`src/hw/pdfte_pkg.sv`:
```
/*
 Constants of the PD FIFO token engine: register indices, token codes,
 receive tags, symbol kinds and CRC constants.
 Assumes nothing of its surroundings.
*/
package pdfte_pkg;
    // ------------------------------------------------------------
    // Register indices, byte address is four times the index
    // ------------------------------------------------------------
    localparam logic [7:0] FIFO_IDX = 8'h43;
    localparam logic [7:0] CTRL_IDX = 8'h44;
    localparam logic [7:0] STAT_IDX = 8'h45;
    localparam int CTRL_START = 0;
    localparam int CTRL_EN_PRIME = 1;
    localparam logic [4:0] CTRL_RESET = 5'h00;
    // ------------------------------------------------------------
    // Transmit tokens
    // ------------------------------------------------------------
    localparam logic [7:0] START_MASK = 8'he1;
    localparam logic [7:0] START_MATCH = 8'ha1;
    localparam logic [7:0] TOK_SYNC1 = 8'h12;
    localparam logic [7:0] TOK_SYNC2 = 8'h13;
    localparam logic [7:0] TOK_SYNC3 = 8'h1b;
    localparam logic [7:0] TOK_RST1 = 8'h15;
    localparam logic [7:0] TOK_RST2 = 8'h16;
    localparam logic [7:0] TOK_EOP = 8'h14;
    localparam logic [7:0] TOK_CRC = 8'hff;
    localparam logic [7:0] TOK_OFF = 8'hfe;
    localparam logic [2:0] PACK_TOP = 3'h4;
    // ------------------------------------------------------------
    // Receive tags, indexed by packet type
    // ------------------------------------------------------------
    localparam logic [2:0] TAG_SOP = 3'h7;
    localparam logic [2:0] TAG_PRIME = 3'h6;
    localparam logic [2:0] TAG_DPRIME = 3'h5;
    localparam logic [2:0] TAG_PDBG = 3'h4;
    localparam logic [2:0] TAG_DPDBG = 3'h3;
    // ------------------------------------------------------------
    // Line symbols and CRC
    // ------------------------------------------------------------
    typedef enum logic [3:0] {
        SYM_SYNC1, SYM_SYNC2, SYM_SYNC3, SYM_RST1, SYM_RST2, SYM_EOP, SYM_DATA, SYM_CRC
    } pdfte_sym_e;
    localparam logic [31:0] CRC_INIT = 32'hffffffff;
    localparam logic [31:0] CRC_POLY = 32'hedb88320;
    localparam logic [2:0] CRC_LAST = 3'h7;
endpackage

```
`src/hw/pdfte_top.sv`:
```
/*
 PD FIFO token engine: APB register port, transmit queue with token
 interpreter, and tagged receive queue.
 Assumes a line encoder that takes one symbol per tx_sym_ready handshake
 and a receiver that flags each packet start with its type.
*/
// The implementer's own choices: register access over APB and the placing of the registers.
// How it works
// RULE1: Tokens leave the transmit queue head singly; each action completes before next fetch.
// RULE2: Writes matching 101x_xxx1 are not queued; they start the transmitter.
// RULE3: Host writes exactly a1 for the inline start command.
// RULE4: Host should load the whole packet before starting.
// RULE5: Tokens 12, 13, 1b send sync one, two, three.
// RULE6: Tokens 15, 16 send reset symbol one and two.
// RULE7: Header 100nnnnn makes the next n bytes payload.
// RULE8: Host uses payload counts 2 to 30 and follows with that many bytes.
// RULE9: Payload low nibble goes out before high nibble.
// RULE10: Token ff inserts the computed CRC into the stream.
// RULE11: Token 14 sends an end-of-packet symbol.
// RULE12: Token fe switches the line driver off.
// RULE13: Receive queue holds 80 bytes, several packets back to back.
// RULE14: Plain SOP packets are tagged 111 in the top bits.
// RULE15: Prime packets tagged 110, stored only while enabled.
// RULE16: Double prime packets tagged 101, stored only while enabled.
// RULE17: Prime debug packets tagged 100, stored only while enabled.
// RULE18: Double prime debug packets tagged 011, stored only while enabled.
// RULE19: Host treats tags 010, 001, 000 as reserved.
// RULE20: FIFO register writes push transmit bytes, reads pop receive bytes.
// RULE21: Host writes reserved bits zero and ignores them on reads.
// RULE22: After driver off the transmitter idles until the next start.
// RULE23: Packet bytes follow their tag in arrival order.
`timescale 1ns/10ps
module pdfte_top #(
    parameter int TXQ_DEPTH = 64,
    parameter int RXQ_DEPTH = 80
) (
    // Clock and reset
    input wire logic sys_clk,
    input wire logic rst_n,
    // APB slave
    input wire logic psel,
    input wire logic penable,
    input wire logic pwrite,
    input wire logic [11:0] paddr,
    input wire logic [31:0] pwdata,
    output logic [31:0] prdata,
    output logic pready,
    output logic pslverr,
    // Transmit symbol stream
    output logic tx_sym_valid,
    output logic [3:0] tx_sym_kind,
    output logic [3:0] tx_nibble,
    input wire logic tx_sym_ready,
    output logic tx_drv_en,
    // Receive packet stream
    input wire logic rx_sop_valid,
    input wire logic [2:0] rx_sop_type,
    input wire logic rx_byte_valid,
    input wire logic [7:0] rx_byte
);
    localparam int TW = $clog2(TXQ_DEPTH);
    localparam int RW = $clog2(RXQ_DEPTH);
    typedef enum logic [2:0] {TX_IDLE, TX_FETCH, TX_SYM, TX_PBYTE, TX_LO, TX_HI, TX_CRC} pdfte_tx_e;

    // ------------------------------------------------------------
    // APB decode
    // ------------------------------------------------------------
    logic [31:0] prdata_q;
    logic pready_q, pslverr_q;
    logic [4:0] ctrl_q;
    logic [31:0] rd_mux;
    wire setup = psel & ~penable;
    wire acc = psel & penable & pready_q;
    wire hit_fifo = paddr == {2'b00, pdfte_pkg::FIFO_IDX, 2'b00};
    wire hit_ctrl = paddr == {2'b00, pdfte_pkg::CTRL_IDX, 2'b00};
    wire hit_stat = paddr == {2'b00, pdfte_pkg::STAT_IDX, 2'b00};
    wire hit_any = hit_fifo | hit_ctrl | hit_stat;
    wire wr_fifo = acc & pwrite & hit_fifo;
    wire rd_fifo = acc & ~pwrite & hit_fifo;
    wire wr_ctrl = acc & pwrite & hit_ctrl;
    wire start_tok = (pwdata[7:0] & pdfte_pkg::START_MASK) == pdfte_pkg::START_MATCH;

    // ------------------------------------------------------------
    // Transmit queue
    // ------------------------------------------------------------
    logic [7:0] txq_mem [TXQ_DEPTH];
    logic [TW-1:0] txq_wr_q, txq_rd_q;
    logic [TW:0] txq_cnt_q;
    pdfte_tx_e st_q;
    wire txq_empty = txq_cnt_q == '0;
    wire txq_full = txq_cnt_q == (TW+1)'(TXQ_DEPTH);
    wire txq_push = wr_fifo & ~start_tok & ~txq_full; // [RULE2] [RULE20]
    wire txq_pop = ~txq_empty & (st_q == TX_FETCH | st_q == TX_PBYTE); // [RULE1]
    wire [7:0] head = txq_mem[txq_rd_q];
    wire start_cmd = (wr_fifo & start_tok) | (wr_ctrl & pwdata[pdfte_pkg::CTRL_START]); // [RULE2]

    always_ff @(posedge sys_clk) begin
        if (txq_push) begin
            txq_mem[txq_wr_q] <= pwdata[7:0];
        end
    end

    always_ff @(posedge sys_clk) begin
        if (!rst_n) begin
            txq_wr_q <= '0;
            txq_rd_q <= '0;
            txq_cnt_q <= '0;
        end else begin
            if (txq_push) begin
                txq_wr_q <= (txq_wr_q == TW'(TXQ_DEPTH - 1)) ? '0 : txq_wr_q + 1'b1;
            end
            if (txq_pop) begin
                txq_rd_q <= (txq_rd_q == TW'(TXQ_DEPTH - 1)) ? '0 : txq_rd_q + 1'b1;
            end
            txq_cnt_q <= txq_cnt_q + (TW+1)'(txq_push) - (TW+1)'(txq_pop);
        end
    end

    // ------------------------------------------------------------
    // Token interpreter
    // ------------------------------------------------------------
    function automatic logic [31:0] crc_nib(input logic [31:0] c, input logic [3:0] d);
        logic [31:0] r;
        r = c;
        for (int i = 0; i < 4; i++) begin
            r = (r >> 1) ^ ((r[0] ^ d[i]) ? pdfte_pkg::CRC_POLY : 32'h00000000);
        end
        return r;
    endfunction

    logic start_pend_q, valid_q, drv_q;
    logic [3:0] kind_q, nib_q;
    logic [7:0] byte_q;
    logic [4:0] cnt_q;
    logic [2:0] crc_idx_q;
    logic [31:0] crc_q;
    wire [31:0] crc_out = ~crc_q;
    wire [31:0] crc_sh = crc_out >> {crc_idx_q + 3'h1, 2'b00};
    wire is_sym = head == pdfte_pkg::TOK_SYNC1 | head == pdfte_pkg::TOK_SYNC2 | head == pdfte_pkg::TOK_SYNC3
        | head == pdfte_pkg::TOK_RST1 | head == pdfte_pkg::TOK_RST2 | head == pdfte_pkg::TOK_EOP;
    logic [3:0] sym_kind;
    always_comb begin
        unique case (head)
            pdfte_pkg::TOK_SYNC1: sym_kind = pdfte_pkg::SYM_SYNC1; // [RULE5]
            pdfte_pkg::TOK_SYNC2: sym_kind = pdfte_pkg::SYM_SYNC2; // [RULE5]
            pdfte_pkg::TOK_SYNC3: sym_kind = pdfte_pkg::SYM_SYNC3; // [RULE5]
            pdfte_pkg::TOK_RST1: sym_kind = pdfte_pkg::SYM_RST1; // [RULE6]
            pdfte_pkg::TOK_RST2: sym_kind = pdfte_pkg::SYM_RST2; // [RULE6]
            default: sym_kind = pdfte_pkg::SYM_EOP; // [RULE11]
        endcase
    end

    always_ff @(posedge sys_clk) begin
        if (!rst_n) begin
            start_pend_q <= 1'b0;
        end else begin
            // A start arriving as the idle state consumes one is kept
            start_pend_q <= start_cmd | (start_pend_q & st_q != TX_IDLE);
        end
    end

    always_ff @(posedge sys_clk) begin
        if (!rst_n) begin
            st_q <= TX_IDLE;
            valid_q <= 1'b0;
            drv_q <= 1'b0;
            kind_q <= 4'h0;
            nib_q <= 4'h0;
            byte_q <= 8'h00;
            cnt_q <= 5'h00;
            crc_idx_q <= 3'h0;
            crc_q <= pdfte_pkg::CRC_INIT;
        end else begin
            unique case (st_q)
                TX_IDLE: if (start_pend_q) begin // [RULE22]
                    st_q <= TX_FETCH;
                    drv_q <= 1'b1;
                    crc_q <= pdfte_pkg::CRC_INIT;
                end
                TX_FETCH: if (txq_pop) begin // [RULE1]
                    if (is_sym) begin
                        valid_q <= 1'b1;
                        kind_q <= sym_kind;
                        // Plain symbols carry no nibble; stale CRC data would leak out
                        nib_q <= 4'h0;
                        st_q <= TX_SYM;
                    end else if (head[7:5] == pdfte_pkg::PACK_TOP && head[4:0] != 5'h00) begin // [RULE7]
                        cnt_q <= head[4:0];
                        st_q <= TX_PBYTE;
                    end else if (head == pdfte_pkg::TOK_CRC) begin // [RULE10]
                        valid_q <= 1'b1;
                        kind_q <= pdfte_pkg::SYM_CRC;
                        nib_q <= crc_out[3:0];
                        crc_idx_q <= 3'h0;
                        st_q <= TX_CRC;
                    end else if (head == pdfte_pkg::TOK_OFF) begin // [RULE12] [RULE22]
                        drv_q <= 1'b0;
                        st_q <= TX_IDLE;
                    end
                end
                TX_SYM: if (tx_sym_ready) begin
                    valid_q <= 1'b0;
                    st_q <= TX_FETCH;
                end
                TX_PBYTE: if (txq_pop) begin // [RULE9]
                    byte_q <= head;
                    valid_q <= 1'b1;
                    kind_q <= pdfte_pkg::SYM_DATA;
                    nib_q <= head[3:0];
                    crc_q <= crc_nib(crc_q, head[3:0]);
                    st_q <= TX_LO;
                end
                TX_LO: if (tx_sym_ready) begin // [RULE9]
                    nib_q <= byte_q[7:4];
                    crc_q <= crc_nib(crc_q, byte_q[7:4]);
                    st_q <= TX_HI;
                end
                TX_HI: if (tx_sym_ready) begin
                    valid_q <= 1'b0;
                    cnt_q <= cnt_q - 5'h01;
                    st_q <= (cnt_q == 5'h01) ? TX_FETCH : TX_PBYTE;
                end
                TX_CRC: if (tx_sym_ready) begin // [RULE10]
                    if (crc_idx_q == pdfte_pkg::CRC_LAST) begin
                        valid_q <= 1'b0;
                        st_q <= TX_FETCH;
                    end else begin
                        crc_idx_q <= crc_idx_q + 3'h1;
                        nib_q <= crc_sh[3:0];
                    end
                end
            endcase
        end
    end

    // ------------------------------------------------------------
    // Receive queue
    // ------------------------------------------------------------
    logic [7:0] rxq_mem [RXQ_DEPTH];
    logic [RW-1:0] rxq_wr_q, rxq_rd_q;
    logic [RW:0] rxq_cnt_q;
    logic keep_q;
    logic [2:0] tag;
    logic tag_en;
    always_comb begin
        unique case (rx_sop_type)
            3'h1: begin tag = pdfte_pkg::TAG_PRIME; tag_en = ctrl_q[pdfte_pkg::CTRL_EN_PRIME]; end // [RULE15]
            3'h2: begin tag = pdfte_pkg::TAG_DPRIME; tag_en = ctrl_q[pdfte_pkg::CTRL_EN_PRIME + 1]; end // [RULE16]
            3'h3: begin tag = pdfte_pkg::TAG_PDBG; tag_en = ctrl_q[pdfte_pkg::CTRL_EN_PRIME + 2]; end // [RULE17]
            3'h4: begin tag = pdfte_pkg::TAG_DPDBG; tag_en = ctrl_q[pdfte_pkg::CTRL_EN_PRIME + 3]; end // [RULE18]
            3'h0: begin tag = pdfte_pkg::TAG_SOP; tag_en = 1'b1; end // [RULE14]
            default: begin tag = pdfte_pkg::TAG_SOP; tag_en = 1'b0; end
        endcase
    end
    wire rxq_empty = rxq_cnt_q == '0;
    wire rxq_full = rxq_cnt_q == (RW+1)'(RXQ_DEPTH); // [RULE13]
    // Bytes that find the queue full are lost; no back-pressure to the line
    wire rxq_push = ~rxq_full & ((rx_sop_valid & tag_en) | (~rx_sop_valid & rx_byte_valid & keep_q)); // [RULE23]
    wire [7:0] rxq_din = rx_sop_valid ? {tag, 5'h00} : rx_byte;
    wire rxq_pop = rd_fifo & ~rxq_empty; // [RULE20]

    always_ff @(posedge sys_clk) begin
        if (rxq_push) begin
            rxq_mem[rxq_wr_q] <= rxq_din;
        end
    end

    always_ff @(posedge sys_clk) begin
        if (!rst_n) begin
            rxq_wr_q <= '0;
            rxq_rd_q <= '0;
            rxq_cnt_q <= '0;
            keep_q <= 1'b0;
        end else begin
            if (rx_sop_valid) begin
                keep_q <= tag_en;
            end
            if (rxq_push) begin
                rxq_wr_q <= (rxq_wr_q == RW'(RXQ_DEPTH - 1)) ? '0 : rxq_wr_q + 1'b1;
            end
            if (rxq_pop) begin
                rxq_rd_q <= (rxq_rd_q == RW'(RXQ_DEPTH - 1)) ? '0 : rxq_rd_q + 1'b1;
            end
            rxq_cnt_q <= rxq_cnt_q + (RW+1)'(rxq_push) - (RW+1)'(rxq_pop);
        end
    end

    // ------------------------------------------------------------
    // Register file; read data captured in the setup cycle
    // ------------------------------------------------------------
    wire [31:0] stat_word = {24'h000000, drv_q, st_q != TX_IDLE, 2'b00, txq_full, txq_empty, rxq_full, rxq_empty};
    assign rd_mux = hit_fifo ? {24'h000000, rxq_empty ? 8'h00 : rxq_mem[rxq_rd_q]}
        : hit_ctrl ? {27'h0000000, ctrl_q[4:1], 1'b0}
        : hit_stat ? stat_word : 32'h00000000;

    always_ff @(posedge sys_clk) begin
        if (!rst_n) begin
            prdata_q <= 32'h00000000;
            pready_q <= 1'b0;
            pslverr_q <= 1'b0;
            ctrl_q <= pdfte_pkg::CTRL_RESET;
        end else begin
            pready_q <= setup;
            pslverr_q <= setup & ~hit_any;
            if (setup) begin
                prdata_q <= rd_mux;
            end
            if (wr_ctrl) begin
                ctrl_q <= {pwdata[4:1], 1'b0};
            end
        end
    end

    assign prdata = prdata_q;
    assign pready = pready_q;
    assign pslverr = pslverr_q;
    assign tx_sym_valid = valid_q;
    assign tx_sym_kind = kind_q;
    assign tx_nibble = nib_q;
    assign tx_drv_en = drv_q;

    // ------------------------------------------------------------
    // Checks
    // ------------------------------------------------------------
    property p_start_no_queue;
        @(posedge sys_clk) disable iff (!rst_n) (wr_fifo && start_tok) |=> txq_cnt_q <= $past(txq_cnt_q);
    endproperty
    a_start_no_queue: assert property (p_start_no_queue) else $error("start token was queued"); // [RULE2]

    property p_start_runs;
        @(posedge sys_clk) disable iff (!rst_n) (start_cmd && st_q == TX_IDLE) |=> ##1 (st_q == TX_FETCH && drv_q);
    endproperty
    a_start_runs: assert property (p_start_runs) else $error("start did not run transmitter"); // [RULE2]

    property p_single_fetch;
        @(posedge sys_clk) disable iff (!rst_n) (st_q != TX_FETCH && st_q != TX_PBYTE) |=> $stable(txq_rd_q);
    endproperty
    a_single_fetch: assert property (p_single_fetch) else $error("fetch during symbol"); // [RULE1]

    property p_sync1;
        @(posedge sys_clk) disable iff (!rst_n)
            (st_q == TX_FETCH && txq_pop && head == pdfte_pkg::TOK_SYNC1) |=> valid_q && kind_q == pdfte_pkg::SYM_SYNC1;
    endproperty
    a_sync1: assert property (p_sync1) else $error("sync one not sent"); // [RULE5]

    property p_rst2;
        @(posedge sys_clk) disable iff (!rst_n)
            (st_q == TX_FETCH && txq_pop && head == pdfte_pkg::TOK_RST2) |=> valid_q && kind_q == pdfte_pkg::SYM_RST2;
    endproperty
    a_rst2: assert property (p_rst2) else $error("reset two not sent"); // [RULE6]

    property p_lo_first;
        @(posedge sys_clk) disable iff (!rst_n)
            (st_q == TX_PBYTE && txq_pop) |=> nib_q == $past(head[3:0]) ##0 (st_q == TX_LO);
    endproperty
    a_lo_first: assert property (p_lo_first) else $error("low nibble not first"); // [RULE9]

    property p_drv_off;
        @(posedge sys_clk) disable iff (!rst_n)
            (st_q == TX_FETCH && txq_pop && head == pdfte_pkg::TOK_OFF) |=> !drv_q && st_q == TX_IDLE;
    endproperty
    a_drv_off: assert property (p_drv_off) else $error("driver not off"); // [RULE12]

    property p_prime_gate;
        @(posedge sys_clk) disable iff (!rst_n)
            (rx_sop_valid && rx_sop_type == 3'h1 && !ctrl_q[pdfte_pkg::CTRL_EN_PRIME]) |=> $stable(rxq_wr_q);
    endproperty
    a_prime_gate: assert property (p_prime_gate) else $error("disabled prime stored"); // [RULE15]

    property p_sop_tag;
        @(posedge sys_clk) disable iff (!rst_n)
            (rxq_push && rx_sop_valid && rx_sop_type == 3'h0) |-> rxq_din[7:5] == pdfte_pkg::TAG_SOP;
    endproperty
    a_sop_tag: assert property (p_sop_tag) else $error("bad sop tag"); // [RULE14]
endmodule

```
`config.mk`:
```
export PLATFORM = sky130hd
export DESIGN_NAME = pdfte_top
export DESIGN_NICKNAME = d
export VERILOG_FILES = /design/src/hw/pdfte_pkg.sv /design/src/hw/pdfte_top.sv
export SDC_FILE = /design/constraint.sdc
export NUM_CORES = 1
export LEC_CHECK = 0
export BUFFER_PORTS_ARGS = -buffer_cell sky130_fd_sc_hd__buf_2
export CAP_MARGIN = 20
export CORE_UTILIZATION = 50
export DETAILED_ROUTE_END_ITERATION = 16
export HOLD_SLACK_MARGIN = 0.06
export PLACE_DENSITY_LB_ADDON = 0.25
export SYNTH_ARGS = -nofsm -noshare
export SYNTH_HDL_FRONTEND = slang
export SYNTH_SLANG_ARGS = --single-unit
```
`constraint.sdc`:
```
create_clock -name sys_clk -period 5.65 [get_ports sys_clk]
set_clock_uncertainty 0.15 [all_clocks]
set_input_delay 0.565 -clock sys_clk [delete_from_list [all_inputs] [get_ports sys_clk]]
set_output_delay 0.565 -clock sys_clk [all_outputs]
set_load 0.02 [all_outputs]
```
Word-level counts from Yosys, hierarchy flattened
Memories as Yosys holds them, arrays and structs flattened. A register that Yosys moved wholly into a read port is not among the register bits. Cells that the tools add are included.

Flip-flop bits (word level): 142. Bits in writable memories: 1152. Bits of input ports: 63. Output and inout port bits: 44. Memories: 2.

$add $sub $neg: 10. Equality and inequality tests: 50. Shift-type cells: 1. Mux-type cells: 89. Bitwise logic cells: 57. Reductions and logical operators: 24.

Memory list: rxq_mem (words 80, bits a word 8, read ports 1, clocked after memory_dff 1, write ports 1, line pdfte_top.sv:239) `logic [7:0] rxq_mem [RXQ_DEPTH];`; txq_mem (words 64, bits a word 8, read ports 1, clocked after memory_dff 1, write ports 1, line pdfte_top.sv:86) `logic [7:0] txq_mem [TXQ_DEPTH];`.

Operators by type and width (count): $mux W32 (11); $xor A31 B32 Y32 (8); $pmux W32 S3 (1); $mux W3 (18); $mux W4 (13); $eq A8 B5 Y1 const B (6); $mux W8 (5); $eq A12 B9 Y1 const B (3); $not A32 Y32 (1); $shr A32 B5 Y4 (1); $mux W7 (4); $mux W6 (4); $ne A2 B2 Y1 const B (12); $eq A7 B7 Y1 const B (3); $pmux W3 S7 (1); $and A1 B1 Y1 (20); $mux W5 (4); $eq A3 B3 Y1 const B (6); $mux W1 (18); $eq A8 B8 Y1 const B (2); $pmux W4 S4 (1); $reduce_and A8 Y1 (2); $pmux W3 S5 (1); $add A7 B1 Y7 const B (2); other kinds (42) (84).

Depth between registers and ports, before layout
Gate-level depths: netlist of the first run.

Word-level depth: 14. Gate-level depth with buffers: 19. Gate-level depth less buffers: 19.

Least setup slack after synthesis of the first run
No wires, ideal clock.

Path kind: input-to-reg. From: input rx_sop_valid. To: memory rxq_mem[0][7], data pin. Library setup time: 0.683 ns. Arrival: 3.242 ns. Setup slack: 1.575 ns. Stages on the path: 2. Path buffers: 1. Cells stage by stage: clkbuf_1 > a31oi_1.

Cells in the longest elaborated chain, start to end: 1.

Ends and longest elaborated chain: from (decl) (line pdfte_top.sv:56) `input wire logic rx_sop_valid,`; $mux W8 (line pdfte_top.sv:259) `wire [7:0] rxq_din = rx_sop_valid ? {tag, 5'h00} : rx_byte;`; named net rxq_din[7] (line pdfte_top.sv:259); to (decl) (line pdfte_top.sv:239).

The timed path passes the listed nets, and every way through them passes these cells.

==> results of run 1 <==
-- sequential cells by signal, indices dropped and copies added (netlist names), 4 cells and up, named ones only --
| register | cells |
|---|---|
| rxq_cnt_q | 8 |
| ctrl_q | 4 |
| cnt_q | 5 |
| tx_nibble | 4 |
| crc_q | 32 |
| rxq_mem | 640 |
| prdata | 8 |
| txq_wr_q | 6 |
| byte_q | 4 |
| rxq_wr_q | 7 |
| txq_rd_q | 6 |
| txq_cnt_q | 7 |
| rxq_rd_q | 7 |
| txq_mem | 512 |
-- cells in the final DEF (no fill, tap or decap), types with 15 or more instances in the layout --
| cell type | n |
|---|---|
| buf_2 | 58 |
| nand2_1 | 96 |
| xor2_1 | 22 |
| mux2i_1 | 131 |
| o22ai_1 | 18 |
| a21oi_1 | 53 |
| nand4_1 | 16 |
| nor2b_1 | 21 |
| mux2_2 | 15 |
| conb_1 | 25 |
| buf_4 | 79 |
| a22oi_1 | 31 |
| edfxtp_1 | 1152 |
| nand3_1 | 42 |
| xnor2_1 | 47 |
| dfxtp_1 | 120 |
| mux4_2 | 305 |
| nor3_1 | 27 |
| inv_1 | 34 |
| clkbuf_16 | 137 |
| nor2_1 | 275 |
| o21ai_0 | 40 |
| clkbuf_1 | 41 |
| ha_1 | 29 |
| clkinv_1 | 16 |
-- worst max-delay path by stage --
stage	startpoint	end	slack (ns)	depth (start not counted)
3_5_place_dp	flop	crc_idx_q[2]	1.01	11
4_1_cts	flop	crc_idx_q[2]	0.94	11
3_3_place_gp	flop	tx_sym_valid	1.08	11
6_report	flop	crc_idx_q[2]	0.96	10
5_1_grt	flop	crc_idx_q[1]	0.76	11
2_1_floorplan	rx_sop_valid	rxq_mem[0][7]	1.58	2
-- Yosys cell counts (all sizes together), types with 5 or more instances --
master | count | area share (%)
o22a | 7 | 0.12
edfxtp | 1152 | 66
mux2 | 15 | 0.32
a31oi | 13 | 0.16
nor3 | 28 | 0.27
a211oi | 9 | 0.13
nor2 | 276 | 2.0
nand4 | 16 | 0.19
mux2i | 132 | 2.6
o21bai | 5 | 0.072
o22ai | 18 | 0.22
nor2b | 27 | 0.33
nand3 | 42 | 0.40
mux4 | 312 | 14
a22oi | 31 | 0.45
nor3b | 6 | 0.086
xnor2 | 49 | 0.87
xor2 | 24 | 0.43
and2 | 13 | 0.16
or2 | 6 | 0.072
nand2b | 11 | 0.13
a22o | 5 | 0.084
o211ai | 6 | 0.11
o21a | 5 | 0.086
buf | 101 | 1.3
dfxtp | 126 | 4.8
nand2 | 98 | 0.71
or3 | 8 | 0.096
o21ai | 47 | 0.47
nand3b | 10 | 0.14
ha | 29 | 0.70
a21oi | 53 | 0.51
inv | 35 | 0.25
a221oi | 13 | 0.22
clkbuf | 74 | 0.53
-- logic make-up (layout without fill, tap and decap cells) --
kind of cell    Yosys count  after routing  synth area share, %
compound gates          248            248                 3.27
mux                     459            459                 16.4
simple gates            560            560                 4.94
other cells               1             27              0.00719
buf+inv                 210            413                 2.09
fa+ha+maj                31             31                0.772
flops                  1278           1278                 71.1
xor+xnor                 75             75                 1.39
-- power by group --
group	total, mW	switching (mW)	internal (mW)
combinational	2.18	1.31	0.875
sequential	10.5	0.148	10.4
clock	8.44	3.53	4.92
total	21.2	4.98	16.2
-- area by class of cell --
type	instances	area [um^2]
fillers	7690	45100
diodes	2	5.00
flip-flops and latches	1278	37100
clock buffers	185	3680
inverters	35	131
multi-input cells	1398	14100
well taps	1380	1730
clock inverters	48	505
repair buffers	145	1050
-- metal layers --
| metal | vias to the layer above | part of all wire [%] |
|---|---|---|
| li1 | 11700 | - |
| met1 | 14300 | 41 |
| met2 | 1039 | 50 |
| met3 | 197 | 6.1 |
| met4 | 0 | 3.0 |
| met5 | - | 0 |
-- critical path, cell delays in order, from the launching register on --
cell     delay (ns)
dfxtp_4        0.75
mux4_2         0.62
mux4_2         0.54
mux2i_1        0.49
nand2_1        0.15
o21a_1         0.37
nor3b_1        0.30
nor4b_2        0.51
o21ai_1        0.20
o21ai_1        0.28
mux2i_1        0.22
==> results.toml, run 1 <==
[status]
outcome = "complete, no violations"

[timing]
rsz0062_at_grt = "false"
slew-limit-headroom_pct = 29.4
finalCriticalPeriod_ns = 4.69
hold_viol = 0
fmaxAchievable_ghz = 0.213
setup_viol = 0
whs_ns = 0.112
tightest_slew_ns = 1.06
slew_violations = 0
tns_ns = 0
period_share_pct = 83.1
setup_slack_ns = 0.955

[cts]
cts_max_level = 4
hold_buffers = 0
cts_tree = "yes"
cts_resized = 0
path_clk_slew_ns = 0.06
cts_root_buf = "clkbuf_16"
cts.path.max_buffers = 3
clkLatencyLatePin_ns = 0.75
numCtsBuffers = 131
post-cts-setup-buffers = 0
cts.sinks = 1278

[die]
start_util_pct = 50.4
io_pins = 107
dieHeight_um = 325
fp-row-count = 118
core_area_um2 = 103000
die-area_um2 = 106000
die_w_um = 325

[place]
dp.cells = 4235
gp_congestion = 0.919
port_buffers = 57
preCtsSetupSlack_ns = 1.01
placed_area_um2 = 54200
hpwl_mm = 75.5

[global_route]
grtUsageMet2_pct = 37.7
gr-max-usage-layer = "met2"
gr-usage-met3_pct = 3.56
grt_max_degree = 66
grt_use_total_pct = 22.9
grt_pass1_wl_mm = 179
grt_remaining_overflow = 0
grt_pass1_vias = 27600
met1_usage_pct = 31.2
grt_antenna_before_repair = 1

[setup_path]
crit_arrival_ns = 5.20
regToRegSetupSlack_ns = 0.96
reg2regPathDepth = 10
cp.required_ns = 6.16
r2r_end = "crc_idx_q[2]"
start_kind = "flop"
end_kind = "flop"
worstPathMaxFanout = 33
worstSetupPathType = "reg -> reg"

[logic_synthesis]
synthFlopType = "edfxtp_1"
ys_ff_latch = 1278
synth_cells = 2862
ys_types = 85
synth-edff-count = 1152
ys_warn_count = 0
synthesis.area_um2 = 52200
seq_area_frac_synth_pct = 71.1
syn_avg_cell_area_um2 = 18.2
async_flop_share_pct = 0

[final_layout]
areaGrowthSynthToFinish_pct = 11.9
design_area_um2 = 58400
final_nets = 3083
final_cells = 4471
finish.utilization_pct = 56.4
final_layout_size_suffix_gt1_share_pct = 22.2

[route]
ant_nets = 0
drt-total-wl_mm = 119
via_per_inst = 6.08
drtIter0Drc = 2817
drc = 0
dr.pass1.iters = 6
vias = 27200
wire_per_inst_um = 26.7

[flow_run]
drv_cap = 0

[min_path]
hold_start = "penable"
min_to = "prdata[2]"
worstHoldPathType = "in -> reg"
min_path_cells = 4

[pwr]
leakagePower_nw = 17.8
power_mw = 21.2
power_density_nw_per_um2 = 363
peakVddDrop_uv = 279
No activity file was read; power rests on OpenSTA's default activity.
==> run 2: changes to the inputs <==
==> constraint.sdc (replaced) <==
create_clock -name sys_clk -period 4.75 [get_ports sys_clk]
set_clock_uncertainty 0.15 [all_clocks]
set_input_delay 0.475 -clock sys_clk [delete_from_list [all_inputs] [get_ports sys_clk]]
set_output_delay 0.475 -clock sys_clk [all_outputs]
set_load 0.02 [all_outputs]
==> results.toml, run 2 (same netlist as run 1, synthesis figures left out) <==
[timing]
setup_slack_ns = 0.363
hold_viol = 0
finalCriticalPeriod_ns = 4.39
slew_violations = 0
setup_viol = 0
tightest_slew_ns = 1.08
tns_ns = 0
period_share_pct = 92.4
slew-limit-headroom_pct = 27.9
rsz0062_at_grt = "false"
fmaxAchievable_ghz = 0.228

[setup_path]
cp.required_ns = 5.26
worstPathMaxFanout = 48
regToRegSetupSlack_ns = 0.36
r2r_end = "crc_idx_q[2]"
worstSetupPathType = "reg -> reg"
reg2regPathDepth = 12
crit_arrival_ns = 4.90
start_kind = "flop"
end_kind = "flop"

[die]
io_pins = 107
core_area_um2 = 103000
fp-row-count = 118
start_util_pct = 50.4
die-area_um2 = 106000
die_w_um = 325
dieHeight_um = 325

[final_layout]
final_common_cell = "edfxtp_1"
final_nets = 3162
final_layout_size_suffix_gt1_share_pct = 24.1
largest_reg_flops = 640
biggestRegsByFlops = "rxq_mem: 640 flops, txq_mem: 512 flops, crc_q: 32 flops"
finish.utilization_pct = 57.2
top_register = "rxq_mem"
mostFrequentLayoutCells = "1152 x edfxtp_1, 305 x mux4_2, 275 x nor2_1"
final_cells = 4548
areaGrowthSynthToFinish_pct = 13.5

[route]
wire_per_inst_um = 26.1
drc = 0
drtIter0Drc = 2683
ant_nets = 0
vias = 27100
dr.pass1.iters = 6
via_per_inst = 5.96
drt-total-wl_mm = 119

[global_route]
grt_max_degree = 72
grt_use_total_pct = 22.7
grt_pass1_wl_mm = 178
grt_pass1_vias = 27700
grt_antenna_before_repair = 4
grt_remaining_overflow = 0

[min_path]
min_to = "rxq_mem[50][3]"
min_path_cells = 2
hold_start = "rx_byte[3]"
worstHoldPathType = "in -> reg"

[pwr]
peakVddDrop_uv = 357
leakagePower_nw = 18.3
power_mw = 25.5
power_density_nw_per_um2 = 430

[cts]
cts.path.max_buffers = 3
numCtsBuffers = 131
cts_max_level = 4
path_clk_slew_ns = 0.06
cts_tree = "yes"
cts_root_buf = "clkbuf_16"
cts.sinks = 1278
clkLatencyLatePin_ns = 0.75

[status]
outcome = "complete, no violations"

[place]
hpwl_mm = 75.5
preCtsSetupSlack_ns = 0.479
gp_congestion = 0.860
port_buffers = 57
dp.cells = 4301

[flow_run]
drv_cap = 0
run 2: cell count changes in the layout (fill, tap and decap cells not counted), moves of 7 or more:
| cell | delta |
|---|---|
| buf_12 | +7 |
| buf_4 | +61 |
| clkbuf_1 | -18 |
| dlygate4sd3_1 | +10 |
| clkinv_1 | +10 |
run 2: worst max-delay path, stage by stage (launching register included):
cell,delay (ns)
dfxtp_4,0.37
buf_12,0.33
mux4_2,0.57
mux4_2,0.50
mux2i_1,0.28
buf_4,0.21
nand2_1,0.06
o21a_1,0.24
nor3b_1,0.24
nor4b_2,0.54
o21ai_1,0.22
o21ai_1,0.30
mux2i_1,0.24
run 2: repair_timing:
action | 4_1_cts | 5_1_grt
buffers inserted | 0 | 0
gates resized for setup | 0 | 0
hold buffers | 9 | 1
hold endpoints to repair | 11 | 4
run 2: cell type report:
type	count	area, um^2
Antenna cell	1	2.50
Clock buffer	164	3540
Clock inverter	68	787
Fill cell	7555	44200
Inverter	35	131
Multi-Input combinational cell	1398	14100
Sequential cell	1278	37100
Tap cell	1380	1730
Timing Repair Buffer	224	1780
run 2: worst max-delay path by stage:
stage	from	to	cells past startpoint
6_report	flop	crc_idx_q[2]	12
5_1_grt	flop	crc_idx_q[2]	11
4_1_cts	flop	crc_idx_q[2]	12
3_5_place_dp	rx_sop_type[1]	rxq_cnt_q[6]	19
3_3_place_gp	rx_sop_type[1]	rxq_cnt_q[6]	19
2_1_floorplan	rx_sop_valid	rxq_mem[0][7]	2
run 2: per-layer routing:
layer  up-vias  wire length, um  track usage (%)
li1      11800                -                -
met4         6             3470             8.17
met1     14200            48400             30.4
met2       930            60000             37.8
met5         -               40                0
met3       184             6630             3.57
run 2: metrics by stage:
step	instance area (um^2)	hold WS [ns]
after floorplan	52300	0.292
after global placement	54700	0.298
after detailed placement	54700	0.304
after CTS	59200	0.0612
after global routing	59200	0.0675
final	59200	0.0789
run 2: power breakdown:
group	total (mW)	internal, mW	switching [mW]
clock network	10.3	5.98	4.30
registers	12.5	12.4	0.115
logic	2.69	1.07	1.61
